[config.mk]
export PLATFORM = sky130hd
export DESIGN_NAME = led_flash_config_registers
export DESIGN_NICKNAME = d
export VERILOG_FILES = /design/src/led_flash_cfg_pkg.sv /design/src/led_flash_config_registers.sv
export SDC_FILE = /design/constraint.sdc
export NUM_CORES = 1
export LEC_CHECK = 0
export BUFFER_PORTS_ARGS = -buffer_cell sky130_fd_sc_hd__buf_2
export CAP_MARGIN = 5
export CORE_ASPECT_RATIO = 1.4
export CORE_UTILIZATION = 62
export CTS_CLUSTER_DIAMETER = 40
export CTS_CLUSTER_SIZE = 25
export DETAILED_ROUTE_END_ITERATION = 10
export PLACE_DENSITY = 0.86
export SLEW_MARGIN = 20
export SYNTH_ARGS = -nofsm -noshare
export SYNTH_HDL_FRONTEND = slang
export SYNTH_SLANG_ARGS = --single-unit
export TNS_END_PERCENT = 5
[constraint.sdc]
create_clock -name clk_sys -period 8.7 [get_ports clk_sys]
set_input_delay 2.61 -clock clk_sys [delete_from_list [all_inputs] [get_ports clk_sys]]
set_output_delay 2.61 -clock clk_sys [all_outputs]
set_load 0.1 [all_outputs]
[src/led_flash_cfg_pkg.sv]
package led_flash_cfg_pkg;

  // Register offsets on the serial register port.
  localparam logic [7:0] INPUT_MONITOR_CONFIG_ADDR = 8'h02;
  localparam logic [7:0] LED1_FLASH_LEVEL_ADDR = 8'h03;
  localparam logic [7:0] LED2_FLASH_LEVEL_ADDR = 8'h04;
  localparam logic [7:0] LED1_TORCH_LEVEL_ADDR = 8'h05;
  localparam logic [7:0] LED2_TORCH_LEVEL_ADDR = 8'h06;
  localparam logic [7:0] CONVERTER_CONFIG_ADDR = 8'h07;

  // Reset values.
  localparam logic [7:0] INPUT_MONITOR_CONFIG_RESET = 8'h01;
  localparam logic [7:0] LEVEL_RESET = 8'h7F;
  localparam logic [7:0] CONVERTER_CONFIG_RESET = 8'h09;

  // Field positions in the input monitor register.
  localparam int TORCH_RANGE_SELECT_BIT = 7;
  localparam int UVLO_ENABLE_BIT = 6;
  localparam int MONITOR_LEVEL_MSB = 5;
  localparam int MONITOR_LEVEL_LSB = 3;
  localparam int MONITOR_HYST_BIT = 2;
  localparam int MONITOR_MODE_MSB = 1;
  localparam int MONITOR_MODE_LSB = 0;

  // Field positions in the converter register.
  localparam int SOFT_RESET_BIT = 7;
  localparam int SHORT_DETECT_BIT = 3;
  localparam int PASS_MODE_BIT = 2;
  localparam int FREQ_SELECT_BIT = 1;
  localparam int CURRENT_LIMIT_BIT = 0;

  // Writable bits of the converter register; bits 6 to 4 read zero.
  localparam logic [7:0] CONVERTER_WRITE_MASK = 8'h0F;

  // Code where the brightness slope changes.
  localparam logic [7:0] SLOPE_BREAK_CODE = 8'h1F;

  // Operating modes.
  typedef enum logic [1:0]
  {
    MODE_STANDBY = 2'b00,
    MODE_IR = 2'b01,
    MODE_TORCH = 2'b10,
    MODE_FLASH = 2'b11
  } operating_mode_t;

  // Input monitor modes.
  typedef enum logic [1:0]
  {
    MON_OFF = 2'b00,
    MON_STOP_HOLD = 2'b01,
    MON_DOWN = 2'b10,
    MON_UP_DOWN = 2'b11
  } monitor_mode_t;

  // Decoded settings handed to the analog control.
  typedef struct packed
  {
    logic torchRangeSelect;
    logic undervoltageLockoutEnable;
    logic [2:0] inputMonitorLevel;
    logic inputMonitorHysteresis;
    monitor_mode_t inputMonitorMode;
  } monitor_cfg_t;

  typedef struct packed
  {
    logic ledShortDetectEnable;
    logic passModeOnly;
    logic converterFrequencySelect;
    logic converterCurrentLimit;
  } converter_cfg_t;

  // Four brightness channels: current in hundredths of a milliampere.
  typedef struct packed
  {
    logic [15:0] led1Flash;
    logic [15:0] led2Flash;
    logic [15:0] led1Torch;
    logic [15:0] led2Torch;
  } led_currents_t;

endpackage

[src/led_flash_config_registers.sv]
// Overview of operation
// Monitor bit 7 picks torch range, 0 wide to 510 mA, 1 narrow 360 mA.
// Monitor bit 6 set enables undervoltage lockout; resets to disabled.
// Monitor bits 5:3 set threshold 2.9 V to 3.6 V in 0.1 V steps.
// Monitor bit 2 selects hysteresis, 0 none, 1 gives 50 mV.
// Monitor bits 1:0: off, stop-and-hold default, down, up-and-down.
// Monitor mode holds while operating; host returns to standby before changing it.
// Flash codes 0 to 30 give 9.45 mA plus 8.04 mA per code.
// Flash codes 31 to 255 give 28.34 mA plus 7.51 mA per code; the 16-bit result wraps from code 84 up.
// Wide torch: 2.35 plus 2.11 per code, then 7.33 plus 1.97.
// Narrow torch: 2 plus 1.5 per code, then 5.7 plus 1.4.
// Four brightness registers are 8-bit read-write, resetting to 0x7F.
// Writing 1 to converter bit 7 soft-resets fields; bit reads back zero.
// Enable pin reset or soft reset restores all these fields to defaults.
// Converter bit 3 enables LED short detection, default enabled.
// Converter bit 2 at 1 forces pass mode; default normal operation.
// Converter bit 1 selects 2 MHz at 0 or 4 MHz at 1.
// Converter bit 0 selects 3.2 A at 0 or 3.9 A default.
// Converter bits 6:4 read zero; register resets to 0x09.
// Monitor register is 8 bits and resets to 0x01.
// Mode field 00 standby, 01 IR, 10 torch, 11 flash; nonzero is enabled.
// Monitor mode writes outside standby are discarded, keeping the old value.
`timescale 1ns/10ps
module led_flash_config_registers
(
  // Clock and reset.
  input wire logic clk_sys,
  input wire logic reset_n,
  // Enable pin level from outside, low holds the bank in reset.
  input wire logic hardwareEnablePin,
  // Operating mode from the enable register, same clock.
  input wire logic [1:0] operatingModeSelect,
  // Register port from the serial interface decoder, same clock.
  input wire logic regWrite,
  input wire logic [7:0] regAddr,
  input wire logic [7:0] regWriteData,
  output logic [7:0] regReadData,
  output logic regHit,
  // Decoded settings.
  output led_flash_cfg_pkg::monitor_cfg_t monitorCfg,
  output led_flash_cfg_pkg::converter_cfg_t converterCfg,
  output led_flash_cfg_pkg::led_currents_t ledCurrents
);

  // Enable pin synchroniser.
  logic enableMeta_r;
  logic enableSync_r;

  // Stored register contents.
  logic [7:0] monitor_r;
  logic [7:0] led1Flash_r;
  logic [7:0] led2Flash_r;
  logic [7:0] led1Torch_r;
  logic [7:0] led2Torch_r;
  logic [3:0] converter_r;

  // Next value of the monitor register.
  logic [7:0] monitor_nxt;

  // Control decode.
  logic clearAll;
  logic softReset;
  logic deviceActive;
  logic narrowTorch;
  logic wrMonitor;
  logic wrLed1Flash;
  logic wrLed2Flash;
  logic wrLed1Torch;
  logic wrLed2Torch;
  logic wrConverter;

  // Current coefficients in units of 10 uA for flash, wide torch and narrow torch.
  localparam logic [15:0] FLASH_LOW_BASE = 16'h03B1;
  localparam logic [15:0] FLASH_LOW_STEP = 16'h0324;
  localparam logic [15:0] FLASH_HIGH_BASE = 16'h0B12;
  localparam logic [15:0] FLASH_HIGH_STEP = 16'h02EF;
  localparam logic [15:0] WIDE_LOW_BASE = 16'h00EB;
  localparam logic [15:0] WIDE_LOW_STEP = 16'h00D3;
  localparam logic [15:0] WIDE_HIGH_BASE = 16'h02DD;
  localparam logic [15:0] WIDE_HIGH_STEP = 16'h00C5;
  localparam logic [15:0] NARROW_LOW_BASE = 16'h00C8;
  localparam logic [15:0] NARROW_LOW_STEP = 16'h0096;
  localparam logic [15:0] NARROW_HIGH_BASE = 16'h023A;
  localparam logic [15:0] NARROW_HIGH_STEP = 16'h008C;

  // Piecewise current in hundredths of a milliampere.
  function automatic logic [15:0] levelCurrent(input logic [7:0] code, input logic [15:0] lowBase,
                                               input logic [15:0] lowStep, input logic [15:0] highBase,
                                               input logic [15:0] highStep);
    logic [15:0] result;
    if (code < led_flash_cfg_pkg::SLOPE_BREAK_CODE)
    begin
      result = 16'(lowBase + 16'(code) * lowStep);
    end
    else
    begin
      result = 16'(highBase + 16'(code) * highStep);
    end
    return result;
  endfunction

  // True when a write strobe targets the given offset.
  function automatic logic writeHits(input logic strobe, input logic [7:0] addr, input logic [7:0] target);
    return strobe && (addr == target);
  endfunction

  // True when an offset falls inside this bank.
  function automatic logic isMapped(input logic [7:0] addr);
    return (addr >= led_flash_cfg_pkg::INPUT_MONITOR_CONFIG_ADDR)
           && (addr <= led_flash_cfg_pkg::CONVERTER_CONFIG_ADDR);
  endfunction

  // Torch current for either range; the range bit picks the coefficient set.
  function automatic logic [15:0] torchCurrent(input logic [7:0] code, input logic narrowRange);
    logic [15:0] result;
    if (narrowRange)
    begin
      result = levelCurrent(code, NARROW_LOW_BASE, NARROW_LOW_STEP, NARROW_HIGH_BASE, NARROW_HIGH_STEP);
    end
    else
    begin
      result = levelCurrent(code, WIDE_LOW_BASE, WIDE_LOW_STEP, WIDE_HIGH_BASE, WIDE_HIGH_STEP);
    end
    return result;
  endfunction

  // Flash current; both channels share one curve.
  function automatic logic [15:0] flashCurrent(input logic [7:0] code);
    return levelCurrent(code, FLASH_LOW_BASE, FLASH_LOW_STEP, FLASH_HIGH_BASE, FLASH_HIGH_STEP);
  endfunction

  // Two flip-flops bring the enable pin into the clock domain.
  always_ff @(posedge clk_sys)
  begin
    if (!reset_n)
    begin
      enableMeta_r <= 1'b0;
      enableSync_r <= 1'b0;
    end
    else
    begin
      enableMeta_r <= hardwareEnablePin;
      enableSync_r <= enableMeta_r;
    end
  end

  // A soft reset is a write of one to converter bit 7; it is never stored.
  assign softReset = wrConverter && regWriteData[led_flash_cfg_pkg::SOFT_RESET_BIT];
  assign clearAll = !enableSync_r || softReset;
  assign deviceActive = (operatingModeSelect != 2'(led_flash_cfg_pkg::MODE_STANDBY));

  // One write enable per register, decoded once.
  assign wrMonitor = writeHits(regWrite, regAddr, led_flash_cfg_pkg::INPUT_MONITOR_CONFIG_ADDR);
  assign wrLed1Flash = writeHits(regWrite, regAddr, led_flash_cfg_pkg::LED1_FLASH_LEVEL_ADDR);
  assign wrLed2Flash = writeHits(regWrite, regAddr, led_flash_cfg_pkg::LED2_FLASH_LEVEL_ADDR);
  assign wrLed1Torch = writeHits(regWrite, regAddr, led_flash_cfg_pkg::LED1_TORCH_LEVEL_ADDR);
  assign wrLed2Torch = writeHits(regWrite, regAddr, led_flash_cfg_pkg::LED2_TORCH_LEVEL_ADDR);
  assign wrConverter = writeHits(regWrite, regAddr, led_flash_cfg_pkg::CONVERTER_CONFIG_ADDR);

  // Range bit that picks the torch curve.
  assign narrowTorch = monitor_r[led_flash_cfg_pkg::TORCH_RANGE_SELECT_BIT];

  // Any offset inside the bank answers.
  assign regHit = isMapped(regAddr);

  // Next monitor value; the mode field is frozen while operating.
  always_comb
  begin
    monitor_nxt = regWriteData;
    if (deviceActive)
    begin
      monitor_nxt[led_flash_cfg_pkg::MONITOR_MODE_MSB:led_flash_cfg_pkg::MONITOR_MODE_LSB] =
        monitor_r[led_flash_cfg_pkg::MONITOR_MODE_MSB:led_flash_cfg_pkg::MONITOR_MODE_LSB];
    end
  end

  // Input monitor register.
  always_ff @(posedge clk_sys)
  begin
    if (!reset_n || clearAll)
    begin
      monitor_r <= led_flash_cfg_pkg::INPUT_MONITOR_CONFIG_RESET;
    end
    else if (wrMonitor)
    begin
      monitor_r <= monitor_nxt;
    end
  end

  // LED1 flash level register.
  always_ff @(posedge clk_sys)
  begin
    if (!reset_n || clearAll)
    begin
      led1Flash_r <= led_flash_cfg_pkg::LEVEL_RESET;
    end
    else if (wrLed1Flash)
    begin
      led1Flash_r <= regWriteData;
    end
  end

  // LED2 flash level register.
  always_ff @(posedge clk_sys)
  begin
    if (!reset_n || clearAll)
    begin
      led2Flash_r <= led_flash_cfg_pkg::LEVEL_RESET;
    end
    else if (wrLed2Flash)
    begin
      led2Flash_r <= regWriteData;
    end
  end

  // LED1 torch level register.
  always_ff @(posedge clk_sys)
  begin
    if (!reset_n || clearAll)
    begin
      led1Torch_r <= led_flash_cfg_pkg::LEVEL_RESET;
    end
    else if (wrLed1Torch)
    begin
      led1Torch_r <= regWriteData;
    end
  end

  // LED2 torch level register.
  always_ff @(posedge clk_sys)
  begin
    if (!reset_n || clearAll)
    begin
      led2Torch_r <= led_flash_cfg_pkg::LEVEL_RESET;
    end
    else if (wrLed2Torch)
    begin
      led2Torch_r <= regWriteData;
    end
  end

  // Converter register; only the low four bits are stored.
  always_ff @(posedge clk_sys)
  begin
    if (!reset_n || clearAll)
    begin
      converter_r <= led_flash_cfg_pkg::CONVERTER_CONFIG_RESET[3:0];
    end
    else if (wrConverter)
    begin
      converter_r <= regWriteData[3:0];
    end
  end

  // Read mux; the soft reset bit and reserved bits read zero.
  always_comb
  begin
    case (regAddr)
      led_flash_cfg_pkg::INPUT_MONITOR_CONFIG_ADDR: regReadData = monitor_r;
      led_flash_cfg_pkg::LED1_FLASH_LEVEL_ADDR: regReadData = led1Flash_r;
      led_flash_cfg_pkg::LED2_FLASH_LEVEL_ADDR: regReadData = led2Flash_r;
      led_flash_cfg_pkg::LED1_TORCH_LEVEL_ADDR: regReadData = led1Torch_r;
      led_flash_cfg_pkg::LED2_TORCH_LEVEL_ADDR: regReadData = led2Torch_r;
      led_flash_cfg_pkg::CONVERTER_CONFIG_ADDR:
        regReadData = {4'h0, converter_r} & led_flash_cfg_pkg::CONVERTER_WRITE_MASK;
      default:
      begin
        regReadData = 8'h00;
      end
    endcase
  end

  // Field breakout.
  always_comb
  begin
    monitorCfg.torchRangeSelect = monitor_r[led_flash_cfg_pkg::TORCH_RANGE_SELECT_BIT];
    monitorCfg.undervoltageLockoutEnable = monitor_r[led_flash_cfg_pkg::UVLO_ENABLE_BIT];
    monitorCfg.inputMonitorLevel =
      monitor_r[led_flash_cfg_pkg::MONITOR_LEVEL_MSB:led_flash_cfg_pkg::MONITOR_LEVEL_LSB];
    monitorCfg.inputMonitorHysteresis = monitor_r[led_flash_cfg_pkg::MONITOR_HYST_BIT];
    monitorCfg.inputMonitorMode = led_flash_cfg_pkg::monitor_mode_t'(
      monitor_r[led_flash_cfg_pkg::MONITOR_MODE_MSB:led_flash_cfg_pkg::MONITOR_MODE_LSB]);
  end

  // Converter field breakout.
  always_comb
  begin
    converterCfg.ledShortDetectEnable = converter_r[led_flash_cfg_pkg::SHORT_DETECT_BIT];
    converterCfg.passModeOnly = converter_r[led_flash_cfg_pkg::PASS_MODE_BIT];
    converterCfg.converterFrequencySelect = converter_r[led_flash_cfg_pkg::FREQ_SELECT_BIT];
    converterCfg.converterCurrentLimit = converter_r[led_flash_cfg_pkg::CURRENT_LIMIT_BIT];
  end

  // Target currents in units of 10 uA; the torch curve follows the range bit.
  always_comb
  begin
    ledCurrents.led1Flash = flashCurrent(led1Flash_r);
    ledCurrents.led2Flash = flashCurrent(led2Flash_r);
    ledCurrents.led1Torch = torchCurrent(led1Torch_r, narrowTorch);
    ledCurrents.led2Torch = torchCurrent(led2Torch_r, narrowTorch);
  end

endmodule

Yosys cells after proc, flatten, opt, wreduce, memory -nomap -nowiden:

Cells that the tools add are included.

* add/sub/neg operators: 12
* reductions and logical operators: 14
* multipliers: 12
* div/mod/pow operators: 0
* muxes and demuxes: 9
* equal/unequal tests: 6
* shift-type cells: 0
* $lt $le $gt $ge: 6
* bitwise operators: 1

Operators by type and width (number)
* 2-to-1 mux 16 bit: 8
* adder 10 x 16 -> 16 bit, first input constant: 6
* adder 8 x 16 -> 16 bit, first input constant: 4
* multiplier 8 x 8 -> 16 bit, second input constant: 4
* case mux 8 bit (6 select lines): 1
* adder 12 x 16 -> 16 bit, first input constant: 2
* == test 8 x 3 -> 1 bit, second input constant: 4
* < comparator 8 x 5 -> 1 bit, second input constant: 4
* multiplier 8 x 10 -> 16 bit, second input constant: 2
* multiplier 8 x 7 -> 15 bit, second input constant: 2
* multiplier 8 x 6 -> 14 bit, second input constant: 2
* multiplier 8 x 8 -> 14 bit, second input constant: 2
* == test 8 x 2 -> 1 bit, second input constant: 2
* >= comparator 8 x 2 -> 1 bit, second input constant: 1
* <= comparator 8 x 3 -> 1 bit, second input constant: 1
* logical AND 1 bit: 8
* zero test 1 bit: 2
* logical OR 1 bit: 2
* AND reduction 2 bit: 1
* nonzero test 2 bit: 1
* inverter 1 bit: 1

* logic and storage cells: 69
* memories: 0
* bits in writable memories: 0
* register bits: 46
* bits in read-only memories: 0
* bits in latches: 0
* input bits: 22

Depth between registers and ports, before layout:

* depth after elaboration: 5
* depth in mapped cells: 19
* depth with buffers taken out: 19

Least setup slack after synthesis:

OpenSTA, ideal clock, no wires.

* path type: reg2out
* start point: register led2Torch_r[4]
* end point: output port ledCurrents[15] (netlist name)
* setup slack: -270 ps
* required time: 6090 ps
* path buffers: 0
* stages on the path, launching flop included: 16
* data arrival time: 6360 ps
* path through: dfxtp_1 > ha_1 > ha_1 > inv_1 > fa_1 > fa_1 > inv_1 > ha_1 > o21ai_0 > o21a_1 > or4_1 > o221ai_2 > and2_4 > nand4_2 > xor2_1 > a311oi_1

RTL lines
* start: declaration: line led_flash_config_registers.sv:54 `logic [7:0] led2Torch_r;`
* start signal: assignment: line led_flash_config_registers.sv:234 `led2Torch_r <= led_flash_cfg_pkg::LEVEL_RESET;`
* start signal: assignment: line led_flash_config_registers.sv:238 `led2Torch_r <= regWriteData;`
* end: declaration: line led_flash_config_registers.sv:42 `output led_flash_cfg_pkg::led_currents_t ledCurrents`

==> results.md <==
* Post-synth top area share at just under 30%
* Die Height at 197 µm
* FF-to-FF path depth at 2
* Main synth FF type: dfxtp_1
* Synth Warn # at 0
* Unrepaired setup endpoints after global routing: false
* Ranking of synthesized cells by area: ha_1, fa_1, inv_1
* Final period demand of the worst path at around 8.2 ns
* Most frequent cell after synthesis: ha_1
* CP top delay family: adder cells
* Final hold vios at 0
* Worst Path Arrival at approximately 5.6 ns
* Max-slew violations at 0
* Mean post-synth cell area at 8.53 µm²
* Worst-margin pin slew at 1.16 ns
* R2R setup slack at between 7 and 8 ns
* Router iterations before antenna repair at 8
* CTS root buf: clkbuf_16
* Layout Nets at ~2.6k
* Post-synthesis compound-gate area fraction at 14.5%
* Vias after detailed routing at 14.8k
* Synth-to-layout area growth at 6.58%
* First-pass GRT wire length at between 70 and 80 mm
* Post-CTS Setup Bufs at 0
* Post-CTS sizing at 0
* Reg-to-reg endpoint: led2Torch_r[0]
* Total CTS buffers at 5
* Number of global-route vias before repair at roughly 15k
* Leakage power at 9.28 nW
* Count of flip-flops with a built-in enable after synthesis at 0
* Startpoint types: flop
* Final core occ at 67.1%
* Critical path startpoint: led1Torch_r[1]
* Setup Viol. Count Final at 0
* PD cells at 28.1 nW/µm²
* Clk Latency, worst-skew pair at 0.29 ns
* Final period util at 94.0%
* Clock skew at 0.00715 ns
* Worst path slowest cell: dfxtp_1
* Synthesized flop and latch total at 46
* Hold Crit Class: flop to flop
* Top Ports at 107
* Final Wtd Congestion at approximately 1
* Clock sink count at between 40 and 50
* Critical Path RT at 6.09 ns
* Register area share after synthesis at 5.45%
* FMAX at 0.122 GHz
* Core area at 26800 µm²
* Final Power at 0.506 mW
* Antenna violations before repair at 6
* Die X at 142 µm
* Post-synthesis xor/xnor area fraction at between 10% and 20%
* Levels on crit path at 16
* Overflow after GRT at 0
* Synth Area in Simple Gates at 11.5%
* Post-Synth Adder-Cell Area at between 40 and 50%
* Port bufs at 106
* Crit-path most repeated cell: fa_1
* Layout cell share with drive strength beyond 1 at 8.26%
* Ys async rst share at 0%
* Status: complete, no violations
* Synth cell types at 68
* DRC Markers at 0
* Crit Path Max Fanout at 10
* CTS tree: built
* Cell count after synthesis at 1980
* Largest family of logic cells by synthesized area: adder cells
* Buffers & Inverters on Critical Path at 3
* Top cell type by total area after synthesis: ha_1
* Post-synthesis cell area at 16900 µm²
* Routed Antenna Nets at 0
* Crit end category: primary output
* Maximum vdd ir drop at ~0.000074 V
* Mapped Nets at 2543
* Number of DRC markers in iteration 0 at 749
* Largest net degree at the start of global routing at 41
* Die ar. at roughly 28000 µm²
* Mux share of post-synthesis cell area at 4.28%
* WL/cell at between 15 and 20 µm
* Max-cap violations at 0
* Reg clk slew, reported paths at 0.07 ns
* Crit path kind: flop to primary output
* Worst-path cell chain: ha_1, inv_1, fa_1, fa_1, fa_1, inv_1, ha_1, nand3_1, a21o_1, nand3_1, o211ai_1, o21ai_0, a2111oi_0, o41ai_1, a311oi_1, buf_2
* Hpwl dp at approximately 40 mm
* Overall global routing resource usage at between 30% and 40%
* Slew margin rel. at 22.3%
* Htree depth at 2
* Reg2reg start: enableSync_r
* Vias/cell at 6.07
* Max incr delay on CP at 0.68 ns
* Initial Utilization at 63.0%
* Drt total wl at 46.6 mm
* Rows at 71
* Cts hold-fix bufs at 0
* Worst setup path endpoint: ledCurrents[31]
* # fillers at 2159
* Clk buf depth at 2
* Synth cell count leaders: ha_1, inv_1, fa_1
## layout by cell type (no fill, tap or decap), drive strengths merged, types with 5 or more instances in the layout
cell     synthesis  routed
mux4            17      17
ha             403     403
o21a             8       8
and2            17      17
mux2             8       8
nand2b          13      13
nand2          124     124
nor2           100     100
nand4            7       7
or2             10      10
mux2i           25      25
a31oi            9       9
a21o            38      38
a2111oi          7       7
or3             13      13
dfxtp           46      46
o21bai          13      13
and3            19      19
clkbuf          32       5
nor3            40      40
a21oi          108     108
o21ai           83      83
a211o            7       7
a221oi           5       5
xnor2          128     128
a22oi            7       7
nor2b           11      11
buf              2     115
fa             138     138
a211oi          17      17
a21boi           5       5
o211ai          35      35
xor2            66      66
nand3           42      42
inv            328     328
## cell families after synthesis
kind of cell    Yosys count
fa+ha+maj               541
mux                      50
xor+xnor                194
buf+inv                 362
simple gates            410
flops                    46
compound gates          377
## registers in the layout (all words and copies together), names as in the netlist
signal        flops
led1Flash_r       8
led1Torch_r       8
led2Flash_r       8
led2Torch_r       8
monitorCfg        8
converterCfg      4
enableMeta_r      1
enableSync_r      1
## worst min path at each step
stage	startpoint	end	slack [ns]	depth (start not counted)
finish	enableMeta_r	enableSync_r	0.43	1
floorplan	enableMeta_r	enableSync_r	0.41	1
detailed placement	enableMeta_r	enableSync_r	0.43	1
global route	enableMeta_r	enableSync_r	0.46	1
CTS	enableMeta_r	enableSync_r	0.44	1
global placement	enableMeta_r	enableSync_r	0.42	1
## layer usage
metal,GRT usage [%],up-vias,part of all wire [%]
li1,-,6956,-
met1,37.9,7077,38
met2,61.7,540,50
met3,3.83,219,5.1
met4,23.1,6,7.1
met5,0,-,0.073
## report_power, final
part | switching [mW] | total (mW) | leakage (nW) | internal [mW]
combinational | 0.0520 | 0.0715 | 8.83 | 0.0195
clock | 0.0869 | 0.223 | 0.0842 | 0.136
sequential | 0.000229 | 0.211 | 0.372 | 0.211
total | 0.139 | 0.506 | 9.28 | 0.367
## worst register-to-register path, stage by stage (launching register included)
cell and delay [ns]:
dfxtp_1 0.34, and3_2 0.58, o211ai_1 0.23
## per-stage QoR
step	area (µm²)	setup WS, ns	instances	hold WS [ns]	setup TNS (ns)
2_1_floorplan	16900	-0.255	1980	0.412	-0.444
3_3_place_gp	17800	0.976	2426	0.424	0
5_1_grt	18000	0.161	2436	0.456	0
6_report	18000	0.518	2437	0.432	0
4_1_cts	18000	0.555	2434	0.438	0
3_5_place_dp	17800	0.873	2426	0.428	0
## layout make-up
type | instances | area, µm² | share of cell area [%]
clock buffers | 5 | 125 | 0.695
inverters | 328 | 1230 | 6.84
multi-input cells | 1572 | 14600 | 81.2
repair buffers | 115 | 598 | 3.32
diodes | 3 | 7.51 | 0.0417
clock inverters | 3 | 43.8 | 0.243
flip-flops and latches | 46 | 921 | 5.12
well taps | 365 | 457 | 2.54
Power figures use the tool's default switching activity.
